### src/hdl/slw_params.svh
// offsets, field positions and reset values of the stack limit watchpoint
// assumes byte addresses on a 12-bit apb address, one aligned word per register
`ifndef SLW_PARAMS_SVH
`define SLW_PARAMS_SVH
`define SLW_OFF_CTRL 12'h000
`define SLW_OFF_DCTL 12'h004
`define SLW_OFF_W1 12'h008
`define SLW_OFF_W2 12'h00C
`define SLW_OFF_AMASK 12'h010
`define SLW_OFF_DVAL 12'h014
`define SLW_OFF_EST 12'h018
`define SLW_OFF_DST 12'h01C
`define SLW_OFF_IST 12'h020
`define SLW_OFF_IMASK 12'h024
`define SLW_OFF_MPC 12'h028
`define SLW_CB_SLC 0
`define SLW_CB_EXT 1
`define SLW_CB_INT 2
`define SLW_CB_EVT 3
`define SLW_CB_MCK 4
`define SLW_CB_HALT 5
`define SLW_CB_WATCH 6
`define SLW_CB_USE 8
`define SLW_CB_HWO 12
`define SLW_IB_DSI 0
`define SLW_IB_MCK 1
`define SLW_IB_HALT 2
`define SLW_IB_CMP 3
`define SLW_CTRL_RST 32'h0000_0000
`define SLW_DCTL_RST 32'h0000_000F
`define SLW_MASK_RST 32'hFFFF_FFFF
`endif

### src/hdl/slw_pkg.sv
// types shared by the stack limit watchpoint
// assumes the constants of slw_params.svh
package slw_pkg;
   typedef logic [31:0] slw_word_t;
   typedef enum logic {SLW_IDLE = 1'b0, SLW_WAIT = 1'b1} slw_state_t;
   typedef enum logic [1:0] {
      SLW_CMP_EXACT = 2'b00,
      SLW_CMP_SET = 2'b01,
      SLW_CMP_DATA = 2'b10
   } slw_cmp_t;
endpackage : slw_pkg

### src/hdl/slw_top.sv
// stack limit checking on the two data watchpoints, with apb registers
// assumes the load/store pipeline holds each access until the verdict cycle
// and runs on pclk; all core inputs are synchronous to pclk
`timescale 1ns/1ps
`include "slw_params.svh"

module slw_top (
   input wire logic pclk,
   input wire logic presetn,
   input wire logic psel,
   input wire logic penable,
   input wire logic pwrite,
   input wire logic [11:0] paddr,
   input wire slw_pkg::slw_word_t pwdata,
   output logic pready,
   output slw_pkg::slw_word_t prdata,
   output logic pslverr,
   input wire logic acc_valid,
   input wire slw_pkg::slw_word_t acc_addr,
   input wire slw_pkg::slw_word_t acc_data,
   input wire logic acc_write,
   input wire logic acc_super,
   input wire logic acc_sp_base,
   input wire slw_pkg::slw_word_t acc_pc,
   input wire logic acc_done,
   input wire logic hi_pri_pending,
   output logic verdict_valid,
   output logic abort_acc,
   output logic dsi_req,
   output logic mchk_req,
   output logic dbg_int_req,
   output logic halt_req,
   output logic watch_out,
   output logic irq
);
   import slw_pkg::*;

   slw_word_t ctrl_reg, dctl_reg, w1_reg, w2_reg, amask_reg, dval_reg, mpc_reg;
   logic [1:0] est_reg, dst_reg, pend_reg;
   logic [3:0] ist_reg, imask_reg;
   slw_state_t st_reg, st_next;

   // one watchpoint: type, privilege and address/data qualification
   function automatic logic hit_f(input slw_word_t wa, input logic [5:0] cfg,
                                  input slw_word_t a, input slw_word_t d,
                                  input slw_word_t msk, input slw_word_t dv,
                                  input logic wr, input logic su);
      logic tq;
      logic pq;
      logic aq;
      tq = wr ? cfg[1] : cfg[0];
      pq = (cfg[3:2] == 2'h0) | ((cfg[3:2] == 2'h1) & su) | ((cfg[3:2] == 2'h2) & ~su);
      case (slw_cmp_t'(cfg[5:4]))
         SLW_CMP_SET: aq = ((a ^ wa) & msk) == 32'h0;
         SLW_CMP_DATA: aq = (a == wa) && (d == dv);
         default: aq = (a == wa);
      endcase
      return tq & pq & aq;
   endfunction

   // apb: zero-wait slave would need combinational read data, so answer a cycle late
   logic acc_ph, rd_cap, wr_fire, map_ok;
   assign acc_ph = psel & penable;
   assign rd_cap = acc_ph & ~pready;
   assign wr_fire = acc_ph & pready & pwrite & map_ok;
   assign map_ok = (paddr == `SLW_OFF_CTRL) | (paddr == `SLW_OFF_DCTL) | (paddr == `SLW_OFF_W1) |
                   (paddr == `SLW_OFF_W2) | (paddr == `SLW_OFF_AMASK) | (paddr == `SLW_OFF_DVAL) |
                   (paddr == `SLW_OFF_EST) | (paddr == `SLW_OFF_DST) | (paddr == `SLW_OFF_IST) |
                   (paddr == `SLW_OFF_IMASK) | (paddr == `SLW_OFF_MPC);

   slw_word_t rd_mux;
   assign rd_mux = (paddr == `SLW_OFF_CTRL) ? ctrl_reg :
                   (paddr == `SLW_OFF_DCTL) ? dctl_reg :
                   (paddr == `SLW_OFF_W1) ? w1_reg :
                   (paddr == `SLW_OFF_W2) ? w2_reg :
                   (paddr == `SLW_OFF_AMASK) ? amask_reg :
                   (paddr == `SLW_OFF_DVAL) ? dval_reg :
                   (paddr == `SLW_OFF_EST) ? {30'h0, est_reg} :
                   (paddr == `SLW_OFF_DST) ? {30'h0, dst_reg} :
                   (paddr == `SLW_OFF_IST) ? {28'h0, ist_reg} :
                   (paddr == `SLW_OFF_IMASK) ? {28'h0, imask_reg} :
                   (paddr == `SLW_OFF_MPC) ? mpc_reg : 32'h0;

   logic wr_ctrl, wr_dctl, wr_w1, wr_w2, wr_amask, wr_dval, wr_est, wr_dst, wr_ist, wr_imask;
   assign wr_ctrl = wr_fire & (paddr == `SLW_OFF_CTRL);
   assign wr_dctl = wr_fire & (paddr == `SLW_OFF_DCTL);
   assign wr_w1 = wr_fire & (paddr == `SLW_OFF_W1);
   assign wr_w2 = wr_fire & (paddr == `SLW_OFF_W2);
   assign wr_amask = wr_fire & (paddr == `SLW_OFF_AMASK);
   assign wr_dval = wr_fire & (paddr == `SLW_OFF_DVAL);
   assign wr_est = wr_fire & (paddr == `SLW_OFF_EST);
   assign wr_dst = wr_fire & (paddr == `SLW_OFF_DST);
   assign wr_ist = wr_fire & (paddr == `SLW_OFF_IST);
   assign wr_imask = wr_fire & (paddr == `SLW_OFF_IMASK);

   // control fields
   logic slc_en, ext_own, evt_en, mck_sel, halt_en, watch_en;
   logic [1:0] sl_use, hw_own;
   assign slc_en = ctrl_reg[`SLW_CB_SLC];
   assign ext_own = ctrl_reg[`SLW_CB_EXT];
   assign evt_en = ctrl_reg[`SLW_CB_EVT];
   assign mck_sel = ctrl_reg[`SLW_CB_MCK];
   assign halt_en = ctrl_reg[`SLW_CB_HALT];
   assign watch_en = ctrl_reg[`SLW_CB_WATCH];
   assign sl_use = ctrl_reg[`SLW_CB_USE+1:`SLW_CB_USE];
   assign hw_own = ctrl_reg[`SLW_CB_HWO+1:`SLW_CB_HWO];

   // watchpoint hits
   logic [1:0] hit, sl, sw_res, hw_res, nrm_hit;
   logic sw_hit, hw_hit;
   assign hit[0] = acc_valid & hit_f(w1_reg, {dctl_reg[9:8], dctl_reg[5:4], dctl_reg[1:0]},
                                     acc_addr, acc_data, amask_reg, dval_reg, acc_write, acc_super);
   assign hit[1] = acc_valid & hit_f(w2_reg, {dctl_reg[11:10], dctl_reg[7:6], dctl_reg[3:2]},
                                     acc_addr, acc_data, amask_reg, dval_reg, acc_write, acc_super);
   assign sl = {2{slc_en}} & sl_use;
   // internal ownership is not consulted for software-owned checking
   assign sw_res = hit & sl & ~hw_own;
   assign hw_res = hit & sl & hw_own & {2{ext_own & acc_sp_base}};
   assign sw_hit = |sw_res;
   assign hw_hit = |hw_res & ~sw_hit;
   assign nrm_hit = hit & ~sl & {2{evt_en}};

   // hardware-owned hit waits for the access to complete
   logic hw_fin;
   assign hw_fin = (st_reg == SLW_WAIT) & acc_done;
   always_comb begin
      case (st_reg)
         SLW_IDLE: st_next = hw_hit ? SLW_WAIT : SLW_IDLE;
         SLW_WAIT: st_next = (acc_done & ~hw_hit) ? SLW_IDLE : SLW_WAIT;
         default: st_next = SLW_IDLE;
      endcase
   end

   // sticky flags: a set in the clearing cycle survives
   logic [1:0] est_next, dst_next;
   logic [3:0] ist_set, ist_next;
   assign est_next = (est_reg & ~(wr_est ? pwdata[1:0] : 2'h0)) | (hw_fin ? pend_reg : 2'h0);
   assign dst_next = (dst_reg & ~(wr_dst ? pwdata[1:0] : 2'h0)) | nrm_hit;
   assign ist_set = {|nrm_hit, hw_fin & halt_en, sw_hit & mck_sel, sw_hit & ~mck_sel};
   assign ist_next = (ist_reg & ~(wr_ist ? pwdata[3:0] : 4'h0)) | ist_set;

   always_ff @(posedge pclk or negedge presetn) begin
      if (!presetn) begin
         pready <= 1'b0;
         prdata <= 32'h0;
         pslverr <= 1'b0;
      end else begin
         pready <= rd_cap;
         prdata <= (rd_cap & ~pwrite) ? rd_mux : 32'h0;
         pslverr <= rd_cap & ~map_ok;
      end
   end

   always_ff @(posedge pclk or negedge presetn) begin
      if (!presetn) begin
         ctrl_reg <= `SLW_CTRL_RST;
         dctl_reg <= `SLW_DCTL_RST;
         w1_reg <= 32'h0;
         w2_reg <= 32'h0;
         amask_reg <= `SLW_MASK_RST;
         dval_reg <= 32'h0;
         imask_reg <= 4'h0;
      end else begin
         if (wr_ctrl) ctrl_reg <= pwdata;
         if (wr_dctl) dctl_reg <= pwdata;
         if (wr_w1) w1_reg <= pwdata;
         if (wr_w2) w2_reg <= pwdata;
         if (wr_amask) amask_reg <= pwdata;
         if (wr_dval) dval_reg <= pwdata;
         if (wr_imask) imask_reg <= pwdata[3:0];
      end
   end

   always_ff @(posedge pclk or negedge presetn) begin
      if (!presetn) begin
         st_reg <= SLW_IDLE;
         pend_reg <= 2'h0;
         est_reg <= 2'h0;
         dst_reg <= 2'h0;
         ist_reg <= 4'h0;
         mpc_reg <= 32'h0;
      end else begin
         st_reg <= st_next;
         if (hw_hit) pend_reg <= hw_res;
         est_reg <= est_next;
         dst_reg <= dst_next;
         ist_reg <= ist_next;
         if (sw_hit & mck_sel) mpc_reg <= acc_pc;
      end
   end

   // core-facing outputs: verdict one cycle after the access is offered, halt and watch one cycle after completion
   always_ff @(posedge pclk or negedge presetn) begin
      if (!presetn) begin
         verdict_valid <= 1'b0;
         abort_acc <= 1'b0;
         dsi_req <= 1'b0;
         mchk_req <= 1'b0;
         dbg_int_req <= 1'b0;
         halt_req <= 1'b0;
         watch_out <= 1'b0;
         irq <= 1'b0;
      end else begin
         verdict_valid <= acc_valid;
         abort_acc <= sw_hit;
         dsi_req <= sw_hit & ~mck_sel;
         mchk_req <= sw_hit & mck_sel;
         // a compare waits in its flag while a higher exception is pending
         dbg_int_req <= (|dst_next) & evt_en & ~hi_pri_pending;
         halt_req <= hw_fin & halt_en;
         watch_out <= hw_fin & watch_en;
         irq <= |(ist_next & imask_reg);
      end
   end
endmodule // slw_top

### config.mk
export PLATFORM = sky130hd
export DESIGN_NAME = slw_top
export DESIGN_NICKNAME = d
export VERILOG_FILES = /design/src/hdl/slw_pkg.sv /design/src/hdl/slw_top.sv
export VERILOG_INCLUDE_DIRS = /design/src /design/src/hdl
export SDC_FILE = /design/constraint.sdc
export NUM_CORES = 1
export LEC_CHECK = 0
export BUFFER_PORTS_ARGS = -buffer_cell sky130_fd_sc_hd__buf_4
export CAP_MARGIN = 30
export CORE_MARGIN = 10
export CORE_UTILIZATION = 58
export CTS_CLUSTER_SIZE = 12
export DETAILED_ROUTE_END_ITERATION = 8
export GPL_ROUTABILITY_DRIVEN = 0
export PLACE_DENSITY_LB_ADDON = 0.05
export SLEW_MARGIN = 20
export SYNTH_ARGS = -nofsm -noshare
export SYNTH_HDL_FRONTEND = slang
export SYNTH_SLANG_ARGS = --single-unit
### constraint.sdc
create_clock -name pclk -period 3.3 [get_ports pclk]
set_input_delay 0.165 -clock pclk [delete_from_list [all_inputs] [get_ports pclk]]
set_output_delay 0.165 -clock pclk [all_outputs]
set_load 0.01 [all_outputs]
Word-level counts from Yosys, hierarchy flattened
Index checks and enable logic that the tools add are counted.
W data, S select, Z words.
- bits in registers: 281
- output and inout bits: 42
- equality and inequality tests: 21
- multiplexer cells: 23
- bitwise logic cells: 83
- reduce and logical (&&, ||, !) cells: 12
- operators by type and width (kind ; number):
    $mux W32 ; 12
    $eq A32 B32 Y1 ; 3
    $and A32 B32 Y32 ; 2
    $logic_not A32 Y1 ; 2
    $xor A32 B32 Y32 ; 2
    $eq A12 B5 Y1 const B ; 4
    $and A1 B1 Y1 ; 37
    $eq A12 B6 Y1 const B ; 3
    $eq A12 B4 Y1 const B ; 2
    $and A2 B2 Y2 ; 9
    $or A1 B1 Y1 ; 14
    $eq A12 B3 Y1 const B ; 1
    $logic_not A12 Y1 ; 1
    $not A1 Y1 ; 9
    $and A4 B4 Y4 ; 2
    $eq A2 B1 Y1 const B ; 4
    $eq A2 B2 Y1 const B ; 4
    $not A2 Y2 ; 4
    $reduce_or A2 Y1 ; 4
    $mux W2 ; 3
    $pmux W1 S2 ; 3
    $logic_not A2 Y1 ; 2
    $mux W1 ; 4
    $mux W4 ; 1
    5 further kinds ; 7

Depth between registers and ports, before layout
- depth in word-level cells: 20
- gate-level depth with buffers: 11
- gate-level depth less buffers: 9

Worst setup path before layout
No wires, ideal clock.
- kind: register to register
- start point: reg w2_reg[3]
- end point: reg pend_reg[0]
- library setup time: 118 ps
- data arrival time: 2174 ps
- path slack: 1008 ps
- cell stages (with the launch flop): 9
- path buffers: 0
- path through: dfrtp_1 xor2_1 a22o_1 a221oi_1 and4_1 a32oi_1 or2_2 a2111o_1 a21o_1
- longest elaborated chain between the ends: 11
- elaborated cells between the ends (all ways): 16
- those cells by class: 1 x eq/ne; 1 x mux; 10 x bitwise; 4 x reduce/logical
- RTL lines (what ; line ; text):
    from (decl) ; slw_top.sv:38 ; slw_word_t ctrl_reg, dctl_reg, w1_reg, w2_reg, amask_reg, dval_reg, mpc_reg;
    from (signal assigned) ; slw_top.sv:167 ; if (wr_w2) w2_reg <= pwdata;
    $xor A32 B32 Y32 ; slw_top.sv:54 ; SLW_CMP_SET: aq = ((a ^ wa) & msk) == 32'h0;
    $and A32 B32 Y32 ; slw_top.sv:54 ;
    $logic_not A32 Y1 ; slw_top.sv:54 ;
    $pmux W1 S2 * ; slw_top.sv:53 ; case (slw_cmp_t'(cfg[5:4]))
    $and A1 B1 Y1 * ; slw_top.sv:58 ; return tq & pq & aq;
    $and A1 B1 Y1 * ; slw_top.sv:113 ; assign hit[1] = acc_valid & hit_f(w2_reg, {dctl_reg[11:10], dctl_reg[7:6], dctl_reg[3:2]},
    $and A2 B2 Y2 * ; slw_top.sv:117, slw_top.sv:118 ;
    $and A2 B2 Y2, on equally long branches ; slw_top.sv:118, slw_top.sv:117 ;
    $and A2 B2 Y2 or $reduce_or A2 Y1 (tied branches) ; slw_top.sv:118, slw_top.sv:119 ;
    $reduce_or A2 Y1 or $not A1 Y1 (tied branches) ; slw_top.sv:120 ; assign hw_hit = |hw_res & ~sw_hit;
    $and A1 B1 Y1 * ; slw_top.sv:120 ;
    to (signal assigned) ; slw_top.sv:184 ; if (hw_hit) pend_reg <= hw_res;
    to (decl) ; slw_top.sv:39 ; logic [1:0] est_reg, dst_reg, pend_reg;
Every way passes the cells marked *; elsewhere a longest branch is shown, timed or not.
A chain may end at the register's enable or synchronous reset.

Worst setup path in the final report
- start point: reg dval_reg[17]
- end point: reg mpc_reg[16]
- longest elaborated chain between the ends: 9
- elaborated cells between the ends (all ways): 13
- those cells by class: 1 x eq/ne; 2 x mux; 7 x bitwise; 3 x reduce/logical
- RTL lines (what ; line ; text):
    from (decl) ; slw_top.sv:38 ;
    from (signal assigned) ; slw_top.sv:169 ; if (wr_dval) dval_reg <= pwdata;
    $eq A32 B32 Y1 * ; slw_top.sv:55 ; SLW_CMP_DATA: aq = (a == wa) && (d == dv);
    $logic_and A1 B1 Y1 ; slw_top.sv:55 ;
    $pmux W1 S2 ; slw_top.sv:53 ;
    $and A1 B1 Y1 ; slw_top.sv:58 ;
    $and A1 B1 Y1, on equally long branches ; slw_top.sv:111, slw_top.sv:113 ;
    $and A2 B2 Y2 * (2 in series) ; slw_top.sv:117 ; assign sw_res = hit & sl & ~hw_own;
    $reduce_or A2 Y1 * ; slw_top.sv:119 ; assign sw_hit = |sw_res;
    via sw_hit ; slw_top.sv:110 ; logic sw_hit, hw_hit;
    $and A1 B1 Y1 * ; slw_top.sv:188 ; if (sw_hit & mck_sel) mpc_reg <= acc_pc;
    to (signal assigned) ; slw_top.sv:188 ;
    to (decl) ; slw_top.sv:38 ;
The timed path passes the listed nets; every way through them passes the cells marked *.

==> run_results.csv <==
group,metric,value,unit
status,status,"complete, but fails checks",
grt,grt_pass1_wl,66400,microns
routing,vias,10515,
die,core_area,22600,sq um
logic_synthesis,synth.cell_area,13300,sq um
power_and_ir_drop,p_leak,8.01,nW
die,die_w,172,microns
setup_path,crit_buf_inv,1,
setup_path,worstSetupPathType,"register to register",
routing,wl,44500,microns
logic_synthesis,postSynthCellCount,1042,
clock_network,cts.sinks,281,
clock_network,clk_latency,0.56,ns
placed_design,hpwlAfterDp,30500,microns
logic_synthesis,synthDistinctLibCells,54,
grt,grt_use_met3,0.0626,
logic_synthesis,avgSynthCellArea,12.8,sq um
routing,routedWlPerCell,27.5,microns
sta,period_minus_slack,3.05,ns
sta,worstMarginPinSlew,0.812,ns
logic_synthesis,synth_top_area_cell,"dfrtp_1",
logic_synthesis,synth_edf_count,0,
finish,fin_area,16800,sq um
logic_synthesis,ys_seq_area_frac,0.532,
finish,final_common_cell,"dfrtp_1",
grt,grt_pass1_vias,10752,
grt,use_met1,0.398,
logic_synthesis,ys_top_cells_by_area,"dfrtp_1, mux2_2, dfstp_2",
sta,finalCritPeriodShare,0.924,
setup_path,path_cells,"xnor2_1 -> nand4_1 -> nor4_1 -> a31o_2 -> a32oi_1 -> o22ai_2 -> nand2_2 -> buf_4 -> mux2_2",
setup_path,path_max_fanout,19,
die,fp.dieArea,29400,sq um
finish,final_cell_mix,"dfrtp_1, buf_4, mux2_2",
sta,slew_viol_final,0,
routing,drt-pass1-iter-count,9,
sta,hold_viol,0,
die,rows,55,
finish,nets,1460,
routing,drc,2,
sta,skew,0.0115,ns
finish,fin_cells,1614,
die,num_io_pins,193,
finish,antennaDiodeCount,0,
clock_network,root_buffer,"clkbuf_16",
finish,fin_util,0.743,
grt,grt_util_met2,0.474,
grt,grt_start_max_net_pins,84,
clock_network,cts_tree,"done",
setup_path,crit_required,3.75,ns
grt,busiest_layer,"met2",
logic_synthesis,syn-num-nets,1197,
sta,max_freq,328,MHz
power_and_ir_drop,vdd_drop_max,0.000389,V
logic_synthesis,synth.top_cell.area_share,0.460,
status,violations,"design-rule violations",
logic_synthesis,ys.flop_type,"dfrtp_1",
routing,vias_per_cell,6.51,
flow_run,drv_cap,0,
hold_path,hold_path_class,"input port to register",
placed_design,portBuffers,192,
routing,ant_nets,0,
finish,layout-drive-gt1-share,0.402,
logic_synthesis,yosys_register_bits,281,
clock_network,cts_buffers,30,
placed_design,dp.cells,1487,
placed_design,placed_cell_area,15100,sq um
clock_network,h-tree-depth,1,
sta,holdWs,0.0330,ns
sta,max_slew_margin,0.459,
sta,finalSetupViolCount,0,
logic_synthesis,yosys_warnings,0,
grt,grt_overflow,0,
grt,antenna_found_initial,0,
setup_path,end_kind,"register",
power_and_ir_drop,power.density,432,nW/um^2
finish,syn_to_final_growth,26.3,%
setup_path,crit_path_start_kind,"register",
die,initial_core_util,0.588,
clock_network,clk_pin_slew,0.06,ns
die,die_h,172,microns
sta,rsz0062_at_grt,"false",
sta,fin_tns_setup,0,ns
setup_path,cpLargestDelayFamily,"simple AND/OR/NAND/NOR gates",
setup_path,cp.arrival,3.50,ns
setup_path,slowest_stage,"xnor2_1",
routing,drt_iter0_drc,1222,
setup_path,slowest_delay,0.45,ns
logic_synthesis,async_flop_share,1.00,
grt,grt_use_total,0.298,
clock_network,clk_path_buf_depth,3,
[kinds of logic after synthesis]
logic type | share of synthesized area
adders and majority gates | 0.00376
xor gates and xnor gates | 0.0632
and+or+nand+nor | 0.0596
buffers and inverters | 0.0242
DFF | 0.532
muxes | 0.200
AOI/OAI and AO/OA | 0.118
[cells in the mapped netlist, types with 3 or more instances]
| cell type | instances |
|---|---|
| buf_6 | 4 |
| and3_1 | 5 |
| a31oi_1 | 27 |
| mux2_1 | 3 |
| buf_2 | 14 |
| a221oi_1 | 40 |
| dfrtp_1 | 245 |
| clkbuf_1 | 41 |
| dfstp_2 | 36 |
| and4_1 | 3 |
| nor3_1 | 6 |
| a21o_1 | 3 |
| xor2_1 | 64 |
| mux2i_1 | 4 |
| o21ai_0 | 15 |
| nand3_1 | 11 |
| nand2_1 | 58 |
| a21oi_1 | 17 |
| nand2b_1 | 6 |
| a22oi_1 | 37 |
| a222oi_1 | 5 |
| mux2_4 | 26 |
| xnor2_1 | 32 |
| mux2_2 | 195 |
| a22o_1 | 10 |
| ha_1 | 4 |
| or2_2 | 3 |
| nor2_1 | 14 |
| nor4_1 | 18 |
| inv_1 | 14 |
| nand4_1 | 15 |
| o221ai_1 | 33 |
| and2_1 | 5 |
[metrics by stage]
step / power (W) / setup WS (ns)
2_1_floorplan: 0.00360 / 1.01
3_3_place_gp: 0.00393 / 0.0493
3_5_place_dp: 0.00393 / 0.0621
4_1_cts: 0.00728 / 0.0180
5_1_grt: 0.00744 / 0.0557
6_report: 0.00726 / 0.250
[area by class of cell]
cell class / instances / area [sq um]
Clock buffer: 49 / 862
Tap cell: 285 / 357
Inverter: 14 / 52.6
Fill cell: 1535 / 5820
Clock inverter: 7 / 103
Timing Repair Buffer: 290 / 2420
Sequential cell: 281 / 7080
Multi-Input combinational cell: 688 / 5950
[final timing paths]
check / start / end / slack (ns) / depth (start not counted)
min in group asynchronous: presetn / imask_reg[1] / 0.20 / 2
max: dval_reg[17] / mpc_reg[16] / 0.25 / 9
max reg2reg: dval_reg[17] / mpc_reg[16] / 0.25 / 9
max in group asynchronous: presetn / amask_reg[18] / 2.11 / 3
min reg2reg: dctl_reg[1] / dctl_reg[1] / 0.49 / 2
min: paddr[8] / pslverr / 0.03 / 4
[where the power goes]
part | switching (W) | total (W) | leakage, nW | internal, W
registers | 0.00000134 | 0.00345 | 3.78 | 0.00345
logic | 0.000269 | 0.000496 | 3.77 | 0.000227
clock network | 0.00138 | 0.00331 | 0.463 | 0.00194
[repair_timing]
action	in CTS	in global routing
hold buffers	71	0
setup endpoints to repair	0	33
endpoints found under the hold margin	303	0
setup buffers	0	0
gates resized for setup	0	1
[tightest hold or removal path, stage by stage]
cell,delay [ns]
buf_4,0.08
nor4_2,0.05
o211a_1,0.11
nor3_1,0.13
[per-layer routing]
| metal | wire, microns | part of all wire |
|---|---|---|
| met5 | 0 | 0 |
| met4 | 1660 | 0.037 |
| met3 | 4270 | 0.096 |
| met2 | 20900 | 0.47 |
| met1 | 17700 | 0.40 |
Power figures use the tool's default switching activity.
